### config.mk
export PLATFORM = sky130hd
export DESIGN_NAME = msfr_bank
export DESIGN_NICKNAME = d
export VERILOG_FILES = /design/src/msfr_port.v /design/src/msfr_bank.v
export VERILOG_INCLUDE_DIRS = /design/src
export SDC_FILE = /design/constraint.sdc
export NUM_CORES = 1
export LEC_CHECK = 0
export ABC_AREA = 1
export BUFFER_PORTS_ARGS = -buffer_cell sky130_fd_sc_hd__buf_2
export CAP_MARGIN = 20
export CORE_MARGIN = 2
export CORE_UTILIZATION = 60
export CTS_BUF_LIST = sky130_fd_sc_hd__clkbuf_2 sky130_fd_sc_hd__clkbuf_4 sky130_fd_sc_hd__clkbuf_8
export DETAILED_ROUTE_END_ITERATION = 10
export PLACE_DENSITY = 0.81
export SLEW_MARGIN = 20
export SYNTH_ARGS = -nofsm -noshare
export SYNTH_HDL_FRONTEND = slang
export SYNTH_SLANG_ARGS = --single-unit
### constraint.sdc
create_clock -name i_clk -period 2.9 [get_ports i_clk]
set_input_delay 0.58 -clock i_clk [delete_from_list [all_inputs] [get_ports i_clk]]
set_output_delay 0.58 -clock i_clk [all_outputs]
set_load 0.02 [all_outputs]
### src/msfr_consts.vh
`ifndef MSFR_CONSTS_VH
`define MSFR_CONSTS_VH
// ----------------------------------------------------------------
// Register addresses
// ----------------------------------------------------------------
`define MSFR_A_P0    8'h80
`define MSFR_A_SP    8'h81
`define MSFR_A_DPL0  8'h82
`define MSFR_A_DPH0  8'h83
`define MSFR_A_POINTER1_LOW  8'h84
`define MSFR_A_POINTER1_HIGH  8'h85
`define MSFR_A_POWER_SPEED_CONTROL  8'h87
`define MSFR_A_TIMER_CONTROL  8'h88
`define MSFR_A_TIMER_MODE  8'h89
`define MSFR_A_TL0   8'h8a
`define MSFR_A_TL1   8'h8b
`define MSFR_A_TH0   8'h8c
`define MSFR_A_TH1   8'h8d
`define MSFR_A_STR   8'h8e
`define MSFR_A_P1    8'h90
`define MSFR_A_PORT1_DIRECTION  8'h91
`define MSFR_A_PSEL  8'h92
`define MSFR_A_S0CT  8'h98
`define MSFR_A_S0BF  8'h99
`define MSFR_A_IE2   8'h9a
`define MSFR_A_S1CT  8'h9b
`define MSFR_A_S1BF  8'h9c
`define MSFR_A_S1RL  8'h9d
`define MSFR_A_P2    8'ha0
`define MSFR_A_PORT2_DIRECTION  8'ha1
`define MSFR_A_PORT0_DIRECTION  8'ha2
`define MSFR_A_IE0   8'ha8
`define MSFR_A_IP0   8'ha9
`define MSFR_A_S0RL  8'haa
`define MSFR_A_P3    8'hb0
`define MSFR_A_IE1   8'hb8
`define MSFR_A_IP1   8'hb9
`define MSFR_A_S0RH  8'hba
`define MSFR_A_S1RH  8'hbb
`define MSFR_A_PAGE  8'hbf
`define MSFR_A_IRC   8'hc0
`define MSFR_A_XPOL  8'hc8
`define MSFR_A_PSW   8'hd0
`define MSFR_A_BAUD  8'hd8
`define MSFR_A_ACC   8'he0
`define MSFR_A_AUX   8'hf0
// ----------------------------------------------------------------
// Reset values
// ----------------------------------------------------------------
`define MSFR_R_PORT  8'hff
`define MSFR_R_SP    8'h07
`define MSFR_R_STR   8'h01
`define MSFR_R_S0RL  8'hd9
`define MSFR_R_RLH   8'h03
`define MSFR_R_ZERO  8'h00
`define MSFR_R_PC    16'h0000
`define MSFR_R_DIR   8'h00
// ----------------------------------------------------------------
// Field positions
// ----------------------------------------------------------------
`define MSFR_PSW_CY   7
`define MSFR_PSW_AC   6
`define MSFR_PSW_F0   5
`define MSFR_PSW_RS1  4
`define MSFR_PSW_RS0  3
`define MSFR_PSW_OV   2
`define MSFR_PSW_F1   1
`define MSFR_PSW_P    0
`define MSFR_BAUD_BIT 7
`define MSFR_PSEL_BIT 0
`define MSFR_XPOL_I2  5
`define MSFR_XPOL_I3  6
`define MSFR_BANK_SH  3
`define MSFR_UNDEF    8'h00
`define MSFR_ONE8     8'h01
`define MSFR_ONE16    16'h0001
`endif

### src/msfr_port.v
`default_nettype none
`include "msfr_consts.vh"
module msfr_port #(
  parameter W = 8
) (
  input  wire         i_clk,
  input  wire         i_rstn,
  input  wire         i_wr_latch,
  input  wire         i_wr_dir,
  input  wire [W-1:0] i_wdata,
  input  wire [W-1:0] i_pin,
  output reg  [W-1:0] o_latch,
  output reg  [W-1:0] o_dir,
  output reg  [W-1:0] o_pin_sample
);
  // ----------------------------------------------------------------
  // Latch and direction, one bit slice per pin
  // ----------------------------------------------------------------
  genvar g;
  generate
    for (g = 0; g < W; g = g + 1) begin : g_bit
      always @(posedge i_clk) begin
        if (!i_rstn) begin
          o_latch[g]      <= 1'b1;
          o_dir[g]        <= 1'b0;
          o_pin_sample[g] <= 1'b1;
        end else begin
          if (i_wr_latch)
            o_latch[g] <= i_wdata[g];
          if (i_wr_dir)
            o_dir[g] <= i_wdata[g];
          // Pin level, not latch, so driven pulses are observable
          o_pin_sample[g] <= i_pin[g];
        end
      end
    end
  endgenerate
endmodule // msfr_port
`default_nettype wire

### src/msfr_bank.v
`default_nettype none
`include "msfr_consts.vh"
module msfr_bank (
  input  wire        i_clk,
  input  wire        i_rstn,
  // Special register access from the core
  input  wire        i_sfr_wr,
  input  wire        i_sfr_rd,
  input  wire [7:0]  i_sfr_addr,
  input  wire [7:0]  i_sfr_wdata,
  output reg  [7:0]  o_sfr_rdata,
  // Core execution events
  input  wire        i_fetch,
  input  wire        i_pc_load,
  input  wire [15:0] i_pc_target,
  input  wire        i_push,
  input  wire        i_pop,
  input  wire        i_acc_wr,
  input  wire [7:0]  i_acc_wdata,
  input  wire        i_aux_wr,
  input  wire [7:0]  i_aux_wdata,
  input  wire        i_flags_wr,
  input  wire [3:0]  i_flags_wdata,
  input  wire        i_ptr_wr,
  input  wire [15:0] i_ptr_wdata,
  // Digital pins, three ports
  input  wire [7:0]  i_digital_io_pin0,
  input  wire [7:0]  i_digital_io_pin1,
  input  wire [7:0]  i_digital_io_pin2,
  output reg  [7:0]  o_digital_io_pin0,
  output reg  [7:0]  o_digital_io_pin1,
  output reg  [7:0]  o_digital_io_pin2,
  output reg  [7:0]  o_digital_io_oe0,
  output reg  [7:0]  o_digital_io_oe1,
  output reg  [7:0]  o_digital_io_oe2,
  // Core-facing state
  output reg  [15:0] o_pc,
  output reg  [7:0]  o_stack_addr,
  output reg  [7:0]  o_accumulator,
  output reg  [7:0]  o_aux,
  output reg  [15:0] o_active_pointer,
  output reg  [7:0]  o_paged_address_high,
  output reg  [4:0]  o_bank_base,
  output reg  [7:0]  o_psw,
  output reg         o_baud_double,
  output reg  [1:0]  o_ext_irq_pol
);
  // ----------------------------------------------------------------
  // Storage
  // ----------------------------------------------------------------
  reg  [7:0]  sp_r;
  reg  [15:0] pc_r;
  reg  [7:0]  ptr_lo_r [0:1];
  reg  [7:0]  ptr_hi_r [0:1];
  reg         psel_r;
  reg  [7:0]  acc_r;
  reg  [7:0]  aux_r;
  reg  [7:0]  psw_r;
  reg  [7:0]  page_r;
  reg         baud_r;
  reg  [7:0]  xpol_r;
  reg  [7:0]  power_speed_control_r, timer_control_r, timer_mode_r, tl0_r, tl1_r, th0_r, th1_r, str_r;
  reg  [7:0]  s0ct_r, s0bf_r, ie2_r, s1ct_r, s1bf_r, s1rl_r;
  reg  [7:0]  ie0_r, ip0_r, s0rl_r, ie1_r, ip1_r, s0rh_r, s1rh_r, irc_r;
  reg  [7:0]  p3_r;
  reg  [7:0]  rdata_nxt;
  reg  [15:0] pc_nxt;
  reg  [7:0]  sp_nxt;
  wire        parity_w;
  wire [7:0]  p0_l, p1_l, p2_l, d0_l, d1_l, d2_l, s0_l, s1_l, s2_l;

  wire wr_p0 = i_sfr_wr && (i_sfr_addr == `MSFR_A_P0);
  wire wr_p1 = i_sfr_wr && (i_sfr_addr == `MSFR_A_P1);
  wire wr_p2 = i_sfr_wr && (i_sfr_addr == `MSFR_A_P2);
  wire wr_d0 = i_sfr_wr && (i_sfr_addr == `MSFR_A_PORT0_DIRECTION);
  wire wr_d1 = i_sfr_wr && (i_sfr_addr == `MSFR_A_PORT1_DIRECTION);
  wire wr_d2 = i_sfr_wr && (i_sfr_addr == `MSFR_A_PORT2_DIRECTION);

  // ----------------------------------------------------------------
  // Port slices
  // ----------------------------------------------------------------
  msfr_port #(.W(8)) u_port0 (
    .i_clk(i_clk), .i_rstn(i_rstn), .i_wr_latch(wr_p0), .i_wr_dir(wr_d0),
    .i_wdata(i_sfr_wdata), .i_pin(i_digital_io_pin0),
    .o_latch(p0_l), .o_dir(d0_l), .o_pin_sample(s0_l));
  msfr_port #(.W(8)) u_port1 (
    .i_clk(i_clk), .i_rstn(i_rstn), .i_wr_latch(wr_p1), .i_wr_dir(wr_d1),
    .i_wdata(i_sfr_wdata), .i_pin(i_digital_io_pin1),
    .o_latch(p1_l), .o_dir(d1_l), .o_pin_sample(s1_l));
  msfr_port #(.W(8)) u_port2 (
    .i_clk(i_clk), .i_rstn(i_rstn), .i_wr_latch(wr_p2), .i_wr_dir(wr_d2),
    .i_wdata(i_sfr_wdata), .i_pin(i_digital_io_pin2),
    .o_latch(p2_l), .o_dir(d2_l), .o_pin_sample(s2_l));

  // Even parity: bit set when the accumulator holds an odd count of ones
  assign parity_w = ^acc_r;

  // ----------------------------------------------------------------
  // Program counter and stack pointer next values
  // ----------------------------------------------------------------
  always @* begin
    pc_nxt = pc_r;
    if (i_pc_load)
      pc_nxt = i_pc_target;
    else if (i_fetch)
      pc_nxt = pc_r + `MSFR_ONE16;
    sp_nxt = sp_r;
    // Pre-increment: the first pushed byte lands one above reset value
    if (i_push)
      sp_nxt = sp_r + `MSFR_ONE8;
    else if (i_pop)
      sp_nxt = sp_r - `MSFR_ONE8;
  end

  // ----------------------------------------------------------------
  // Register writes; core events win over a software write in the same cycle
  // ----------------------------------------------------------------
  always @(posedge i_clk) begin
    if (!i_rstn) begin
      sp_r        <= `MSFR_R_SP;
      pc_r        <= `MSFR_R_PC;
      ptr_lo_r[0] <= `MSFR_R_ZERO;
      ptr_hi_r[0] <= `MSFR_R_ZERO;
      ptr_lo_r[1] <= `MSFR_R_ZERO;
      ptr_hi_r[1] <= `MSFR_R_ZERO;
      psel_r      <= 1'b0;
      acc_r       <= `MSFR_R_ZERO;
      aux_r       <= `MSFR_R_ZERO;
      psw_r       <= `MSFR_R_ZERO;
      page_r      <= `MSFR_R_ZERO;
      baud_r      <= 1'b0;
      xpol_r      <= `MSFR_R_ZERO;
      power_speed_control_r <= `MSFR_R_ZERO; timer_control_r <= `MSFR_R_ZERO; timer_mode_r <= `MSFR_R_ZERO;
      tl0_r  <= `MSFR_R_ZERO; tl1_r  <= `MSFR_R_ZERO; th0_r  <= `MSFR_R_ZERO;
      th1_r  <= `MSFR_R_ZERO; str_r  <= `MSFR_R_STR;  s0ct_r <= `MSFR_R_ZERO;
      s0bf_r <= `MSFR_R_ZERO; ie2_r  <= `MSFR_R_ZERO; s1ct_r <= `MSFR_R_ZERO;
      s1bf_r <= `MSFR_R_ZERO; s1rl_r <= `MSFR_R_ZERO; ie0_r  <= `MSFR_R_ZERO;
      ip0_r  <= `MSFR_R_ZERO; s0rl_r <= `MSFR_R_S0RL; ie1_r  <= `MSFR_R_ZERO;
      ip1_r  <= `MSFR_R_ZERO; s0rh_r <= `MSFR_R_RLH;  s1rh_r <= `MSFR_R_RLH;
      irc_r  <= `MSFR_R_ZERO; p3_r   <= `MSFR_R_PORT;
    end else begin
      pc_r <= pc_nxt;
      if (i_sfr_wr) begin
        case (i_sfr_addr)
          `MSFR_A_SP:   sp_r        <= i_sfr_wdata;
          `MSFR_A_DPL0: ptr_lo_r[0] <= i_sfr_wdata;
          `MSFR_A_DPH0: ptr_hi_r[0] <= i_sfr_wdata;
          `MSFR_A_POINTER1_LOW: ptr_lo_r[1] <= i_sfr_wdata;
          `MSFR_A_POINTER1_HIGH: ptr_hi_r[1] <= i_sfr_wdata;
          `MSFR_A_PSEL: psel_r      <= i_sfr_wdata[`MSFR_PSEL_BIT];
          `MSFR_A_ACC:  acc_r       <= i_sfr_wdata;
          `MSFR_A_AUX:  aux_r       <= i_sfr_wdata;
          `MSFR_A_PSW:  psw_r       <= i_sfr_wdata;
          `MSFR_A_PAGE: page_r      <= i_sfr_wdata;
          `MSFR_A_BAUD: baud_r      <= i_sfr_wdata[`MSFR_BAUD_BIT];
          `MSFR_A_XPOL: xpol_r      <= i_sfr_wdata;
          `MSFR_A_POWER_SPEED_CONTROL: power_speed_control_r <= i_sfr_wdata;
          `MSFR_A_TIMER_CONTROL: timer_control_r <= i_sfr_wdata;
          `MSFR_A_TIMER_MODE: timer_mode_r <= i_sfr_wdata;
          `MSFR_A_TL0:  tl0_r  <= i_sfr_wdata;
          `MSFR_A_TL1:  tl1_r  <= i_sfr_wdata;
          `MSFR_A_TH0:  th0_r  <= i_sfr_wdata;
          `MSFR_A_TH1:  th1_r  <= i_sfr_wdata;
          `MSFR_A_STR:  str_r  <= i_sfr_wdata;
          `MSFR_A_S0CT: s0ct_r <= i_sfr_wdata;
          `MSFR_A_S0BF: s0bf_r <= i_sfr_wdata;
          `MSFR_A_IE2:  ie2_r  <= i_sfr_wdata;
          `MSFR_A_S1CT: s1ct_r <= i_sfr_wdata;
          `MSFR_A_S1BF: s1bf_r <= i_sfr_wdata;
          `MSFR_A_S1RL: s1rl_r <= i_sfr_wdata;
          `MSFR_A_IE0:  ie0_r  <= i_sfr_wdata;
          `MSFR_A_IP0:  ip0_r  <= i_sfr_wdata;
          `MSFR_A_S0RL: s0rl_r <= i_sfr_wdata;
          `MSFR_A_IE1:  ie1_r  <= i_sfr_wdata;
          `MSFR_A_IP1:  ip1_r  <= i_sfr_wdata;
          `MSFR_A_S0RH: s0rh_r <= i_sfr_wdata;
          `MSFR_A_S1RH: s1rh_r <= i_sfr_wdata;
          `MSFR_A_IRC:  irc_r  <= i_sfr_wdata;
          `MSFR_A_P3:   p3_r   <= i_sfr_wdata;
          default: ; // Unmapped writes are dropped
        endcase
      end
      // Core datapath updates take priority over a same-cycle register write
      if (i_push || i_pop)
        sp_r <= sp_nxt;
      if (i_acc_wr)
        acc_r <= i_acc_wdata;
      if (i_aux_wr)
        aux_r <= i_aux_wdata;
      if (i_flags_wr) begin
        psw_r[`MSFR_PSW_CY] <= i_flags_wdata[3];
        psw_r[`MSFR_PSW_AC] <= i_flags_wdata[2];
        psw_r[`MSFR_PSW_OV] <= i_flags_wdata[1];
        psw_r[`MSFR_PSW_F1] <= i_flags_wdata[0];
      end
      // Only the active pointer is touched; the other keeps its value
      if (i_ptr_wr) begin
        ptr_lo_r[psel_r] <= i_ptr_wdata[7:0];
        ptr_hi_r[psel_r] <= i_ptr_wdata[15:8];
      end
    end
  end

  // ----------------------------------------------------------------
  // Read mux
  // ----------------------------------------------------------------
  always @* begin
    case (i_sfr_addr)
      `MSFR_A_P0:   rdata_nxt = s0_l;
      `MSFR_A_P1:   rdata_nxt = s1_l;
      `MSFR_A_P2:   rdata_nxt = s2_l;
      `MSFR_A_PORT0_DIRECTION: rdata_nxt = d0_l;
      `MSFR_A_PORT1_DIRECTION: rdata_nxt = d1_l;
      `MSFR_A_PORT2_DIRECTION: rdata_nxt = d2_l;
      `MSFR_A_SP:   rdata_nxt = sp_r;
      `MSFR_A_DPL0: rdata_nxt = ptr_lo_r[0];
      `MSFR_A_DPH0: rdata_nxt = ptr_hi_r[0];
      `MSFR_A_POINTER1_LOW: rdata_nxt = ptr_lo_r[1];
      `MSFR_A_POINTER1_HIGH: rdata_nxt = ptr_hi_r[1];
      `MSFR_A_PSEL: rdata_nxt = {7'h00, psel_r};
      `MSFR_A_ACC:  rdata_nxt = acc_r;
      `MSFR_A_AUX:  rdata_nxt = aux_r;
      `MSFR_A_PSW:  rdata_nxt = {psw_r[7:1], parity_w};
      `MSFR_A_PAGE: rdata_nxt = page_r;
      `MSFR_A_BAUD: rdata_nxt = {baud_r, 7'h00};
      `MSFR_A_XPOL: rdata_nxt = xpol_r;
      `MSFR_A_POWER_SPEED_CONTROL: rdata_nxt = power_speed_control_r;
      `MSFR_A_TIMER_CONTROL: rdata_nxt = timer_control_r;
      `MSFR_A_TIMER_MODE: rdata_nxt = timer_mode_r;
      `MSFR_A_TL0:  rdata_nxt = tl0_r;
      `MSFR_A_TL1:  rdata_nxt = tl1_r;
      `MSFR_A_TH0:  rdata_nxt = th0_r;
      `MSFR_A_TH1:  rdata_nxt = th1_r;
      `MSFR_A_STR:  rdata_nxt = str_r;
      `MSFR_A_S0CT: rdata_nxt = s0ct_r;
      `MSFR_A_S0BF: rdata_nxt = s0bf_r;
      `MSFR_A_IE2:  rdata_nxt = ie2_r;
      `MSFR_A_S1CT: rdata_nxt = s1ct_r;
      `MSFR_A_S1BF: rdata_nxt = s1bf_r;
      `MSFR_A_S1RL: rdata_nxt = s1rl_r;
      `MSFR_A_IE0:  rdata_nxt = ie0_r;
      `MSFR_A_IP0:  rdata_nxt = ip0_r;
      `MSFR_A_S0RL: rdata_nxt = s0rl_r;
      `MSFR_A_IE1:  rdata_nxt = ie1_r;
      `MSFR_A_IP1:  rdata_nxt = ip1_r;
      `MSFR_A_S0RH: rdata_nxt = s0rh_r;
      `MSFR_A_S1RH: rdata_nxt = s1rh_r;
      `MSFR_A_IRC:  rdata_nxt = irc_r;
      `MSFR_A_P3:   rdata_nxt = p3_r;
      default:      rdata_nxt = `MSFR_UNDEF;
    endcase
  end

  // ----------------------------------------------------------------
  // Registered outputs; read data holds between reads
  // ----------------------------------------------------------------
  always @(posedge i_clk) begin
    if (!i_rstn) begin
      o_sfr_rdata          <= `MSFR_R_ZERO;
      o_digital_io_pin0    <= `MSFR_R_PORT;
      o_digital_io_pin1    <= `MSFR_R_PORT;
      o_digital_io_pin2    <= `MSFR_R_PORT;
      o_digital_io_oe0     <= `MSFR_R_DIR;
      o_digital_io_oe1     <= `MSFR_R_DIR;
      o_digital_io_oe2     <= `MSFR_R_DIR;
      o_pc                 <= `MSFR_R_PC;
      o_stack_addr         <= `MSFR_R_SP;
      o_accumulator        <= `MSFR_R_ZERO;
      o_aux                <= `MSFR_R_ZERO;
      o_active_pointer     <= {`MSFR_R_ZERO, `MSFR_R_ZERO};
      o_paged_address_high <= `MSFR_R_ZERO;
      o_bank_base          <= 5'h00;
      o_psw                <= `MSFR_R_ZERO;
      o_baud_double        <= 1'b0;
      o_ext_irq_pol        <= 2'h0;
    end else begin
      if (i_sfr_rd)
        o_sfr_rdata <= rdata_nxt;
      o_digital_io_pin0    <= p0_l;
      o_digital_io_pin1    <= p1_l;
      o_digital_io_pin2    <= p2_l;
      o_digital_io_oe0     <= d0_l;
      o_digital_io_oe1     <= d1_l;
      o_digital_io_oe2     <= d2_l;
      o_pc                 <= pc_r;
      o_stack_addr         <= sp_r;
      o_accumulator        <= acc_r;
      o_aux                <= aux_r;
      o_active_pointer     <= {ptr_hi_r[psel_r], ptr_lo_r[psel_r]};
      o_paged_address_high <= page_r;
      // Bank base = bank number times eight
      o_bank_base <= {psw_r[`MSFR_PSW_RS1:`MSFR_PSW_RS0], 3'h0};
      o_psw                <= {psw_r[7:1], parity_w};
      o_baud_double        <= baud_r;
      o_ext_irq_pol        <= {xpol_r[`MSFR_XPOL_I3], xpol_r[`MSFR_XPOL_I2]};
    end
  end
endmodule // msfr_bank
`default_nettype wire

==> flow_summary.toml <==
[synth]
synth_cell_type_count = 44
seq_area_frac_synth = 0.4912
main_combinational_cell_family_by_area_after_synthesis = "simple AND/OR/NAND/NOR gates"
synth-seq-cells = 484
most_area_hungry_cell_type_in_the_yosys_netlist = "sky130_fd_sc_hd__dfxtp_1"
ys.flop_type = "sky130_fd_sc_hd__dfxtp_1"
synth_edf_count = 32
share_of_the_synthesized_area_in_the_top_cell_type = 0.4441
post_synth_main_area_contributors = "sky130_fd_sc_hd__dfxtp_1 (44%), sky130_fd_sc_hd__nand2_1 (11%), sky130_fd_sc_hd__o21ai_0 (6.8%), sky130_fd_sc_hd__nand3_1 (5.6%), sky130_fd_sc_hd__inv_1 (5.5%)"
synth-xor-area-share = 0.007307
synth_compound_gate_area_share = 0.1637
synthTopCellsByCount = "sky130_fd_sc_hd__nand2_1 (607), sky130_fd_sc_hd__dfxtp_1 (452), sky130_fd_sc_hd__inv_1 (301)"
synth_simple_gate_area_frac = 0.2382
synthCells = 2741
synth_adder_area_share = 0.005281
synth.cell_area_um2 = 20380
async_reset_ff_frac = 0
most_common_cell_in_the_netlist = "sky130_fd_sc_hd__nand2_1"
proportion_of_synthesized_area_in_mux_cells = 0
number_of_warning_messages_in_the_yosys_log = 0
syn_avg_cell_area_um2 = 7.434

[timing]
setup-tns-final_ps = 0
worst_slew_pin_slew_ps = 799.4
hold_violations = 0
timing.final.max_slew_violations = 0
grt_setup_unrepaired = "false"
setup_viol_count_final = 0
final_min_period_over_clock_period = 0.8381
timing.max_slew.rel_slack = 0.4638
period_needed_ps = 2430
fmax_ghz = 0.4114
fin_hold_ws_ps = 123.2
fin_ws_ps = 469.5
timing.clock.skew_ps = 20.43

[clock_tree]
cts_buffers = 78
cts.root.buffer_cell = "sky130_fd_sc_hd__clkbuf_8"
cts_tree = "done"
ctsLongestPathBuffers = 3
cts_sinks = 484
clk_pin_slew_ps = 60
ctsHoldBuffers = 0
cts_post_setup_buffers_inserted = 0
ctsHtreeMaxLevel = 3
cts_repair_resize_count = 0
insertion_delay_ps = 640

[drt]
detailedRoute.firstIterationViolations = 2228
wire_per_inst_um = 19.29
drt-vias-per-instance = 5.672
detail_route.drc_violations = 0
drtPass1Iterations = 6
drtAntennaViolNets = 0
vias = 19610
postRouteWirelength_um = 66690

[global_route]
grt_remaining_overflow = 0
antenna_violations_before_repair = 0
grt_pass1_vias = 18050
pin_count_of_the_biggest_net_entering_global_routing = 176
global_route.usage.total = 0.3685
grt_first_pass_wirelength_um = 100700

[flow_run]
drv_cap = 0

[floorplan]
floorplan.initialDensity = 0.6092
x_dimension_of_the_die_um = 188.3
dieArea_um2 = 35450
die_height_um = 188.3
core.rowCount = 67
core_area_um2 = 33450
boundaryPins = 240

[worst_hold_path]
min-delay-start = "i_digital_io_pin0[7]"
min_delay_worst_endpoint = "u_port0.o_pin_sample[7]"
min-delay-path-class = "in -> reg"
hold_path_depth = 2

[setup_path]
cp-end-kind = "register"
worstPathArrival_ps = 2770
r2r_cells = 5
critPathRequiredTime_ps = 3240
worstReg2RegEnd = "ptr_lo_r[1][5]"
path_max_fanout = 19
r2r_start = "psel_r"
startpoint_type = "register"
critPathKind = "reg -> reg"
setup.reg_to_reg.worst_slack_ps = 470

[final_layout]
design.final.nets = 3068
areaGrowthSynthToFinish_pct = 15.39
num_antenna_cells = 0
finish.instance_area_um2 = 23510
n_fill_cell = 2783
post_route_cells_drive_above_1_share = 0.1688
postLayoutCoreUtil = 0.7030

[pwr]
leakagePower_nw = 10.68
power.density_nw_per_um2 = 599.4
vdd_drop_max_mv = 0.4167

[outcome]
status = "finished, final reports clean"

[placement]
dp_slack_ps = 356.6
numPortBuffers = 236
placement.cell_area_um2 = 21910
routability_congestion = 0.9816
dp_hpwl_um = 45240
-- worst max-delay path, cell delays in order (launching register included) --
cell and delay, ps:
sky130_fd_sc_hd__dfxtp_1 790, sky130_fd_sc_hd__inv_2 340, sky130_fd_sc_hd__nor3_2 280, sky130_fd_sc_hd__nor2_1 90, sky130_fd_sc_hd__o21ai_0 310, sky130_fd_sc_hd__buf_2 300
-- metal layers --
| metal | share of wire | vias up | track usage | wire (um) |
|---|---|---|---|---|
| li1 | - | 9312 | - | - |
| met1 | 0.40 | 8986 | 0.4849 | 26570 |
| met2 | 0.45 | 1142 | 0.5782 | 29770 |
| met3 | 0.11 | 169 | 0.07599 | 7174 |
| met4 | 0.048 | 0 | 0.1835 | 3180 |
| met5 | 0 | - | 0 | 0 |
-- worst max-delay path by stage --
stage                  start            endpoint  slack, ps  cells after the start
2_1_floorplan  i_sfr_addr[5]      ptr_hi_r[0][0]        240                      6
3_3_place_gp   i_sfr_addr[5]      ptr_lo_r[1][5]        390                      6
3_5_place_dp   i_sfr_addr[2]  u_port0.o_latch[2]        360                      9
4_1_cts               psel_r      ptr_lo_r[1][2]        530                      5
5_1_grt               psel_r      ptr_hi_r[1][2]        400                      6
6_report              psel_r      ptr_lo_r[1][5]        470                      5
-- registers in the layout, indices dropped and copies added, names as in the netlist, 16 cells and up --
signal / flops
ptr_lo_r: 16
o_active_pointer: 16
pc_r: 16
ptr_hi_r: 16
o_pc: 16
-- logic make-up (layout without fill, tap and decap cells) --
family / count (synthesis) / count (layout)
adder cells (fa/ha/maj): 8 / 8
AND/OR/NAND/NOR: 1138 / 1138
XOR/XNOR: 17 / 17
flip-flops: 484 / 484
buffers and inverters: 477 / 743
AO/OA/AOI/OAI: 616 / 616
other: 1 / 3
-- cells in the final DEF (no fill, tap or decap), types with 5 or more instances in the layout --
cell	count
sky130_fd_sc_hd__buf_4	50
sky130_fd_sc_hd__ha_1	7
sky130_fd_sc_hd__clkbuf_4	27
sky130_fd_sc_hd__o22ai_1	10
sky130_fd_sc_hd__clkbuf_8	96
sky130_fd_sc_hd__xor2_1	10
sky130_fd_sc_hd__or2_2	26
sky130_fd_sc_hd__xnor2_1	7
sky130_fd_sc_hd__nand2_1	607
sky130_fd_sc_hd__a31oi_1	34
sky130_fd_sc_hd__inv_2	8
sky130_fd_sc_hd__nand2_2	7
sky130_fd_sc_hd__buf_2	236
sky130_fd_sc_hd__nand3_2	6
sky130_fd_sc_hd__a22oi_1	12
sky130_fd_sc_hd__clkinv_2	5
sky130_fd_sc_hd__inv_1	300
sky130_fd_sc_hd__nor2_1	215
sky130_fd_sc_hd__nor2_4	6
sky130_fd_sc_hd__nand4_1	9
sky130_fd_sc_hd__o211ai_1	44
sky130_fd_sc_hd__dfxtp_1	452
sky130_fd_sc_hd__buf_12	6
sky130_fd_sc_hd__o21ai_1	6
sky130_fd_sc_hd__nor2_2	22
sky130_fd_sc_hd__o21a_1	8
sky130_fd_sc_hd__o21ai_0	275
sky130_fd_sc_hd__clkinv_1	10
sky130_fd_sc_hd__edfxtp_1	32
sky130_fd_sc_hd__nand3_1	229
sky130_fd_sc_hd__a21oi_1	220
-- stage by stage --
step / power [W] / std cells
after detailed placement: 0.008154 / 3324
after global routing: 0.01455 / 3457
final: 0.01409 / 3457
after global placement: 0.008127 / 3323
after floorplan: 0.007733 / 2743
after CTS: 0.01411 / 3457
-- power by group --
| part | switching [W] | total [W] | internal, W | leakage [nW] |
|---|---|---|---|---|
| clock | 0.00266 | 0.00604 | 0.00338 | 0.845 |
| sequential | 0.000109 | 0.00699 | 0.00688 | 4.00 |
| combinational | 0.000753 | 0.00107 | 0.000313 | 5.83 |
| total | 0.00352 | 0.0141 | 0.0106 | 10.7 |
-- final cells by class --
cell class	instances	area, um2	share of cell area
well taps	448	560.5	0.02384
repair buffers	293	1690	0.07189
inverters	317	1191	0.05066
flip-flops and latches	484	10010	0.4257
multi-input cells	1782	8462	0.3599
clock inverters	11	88.84	0.003778
clock buffers	122	1510	0.06423
(Power assumes the default switching activity.)
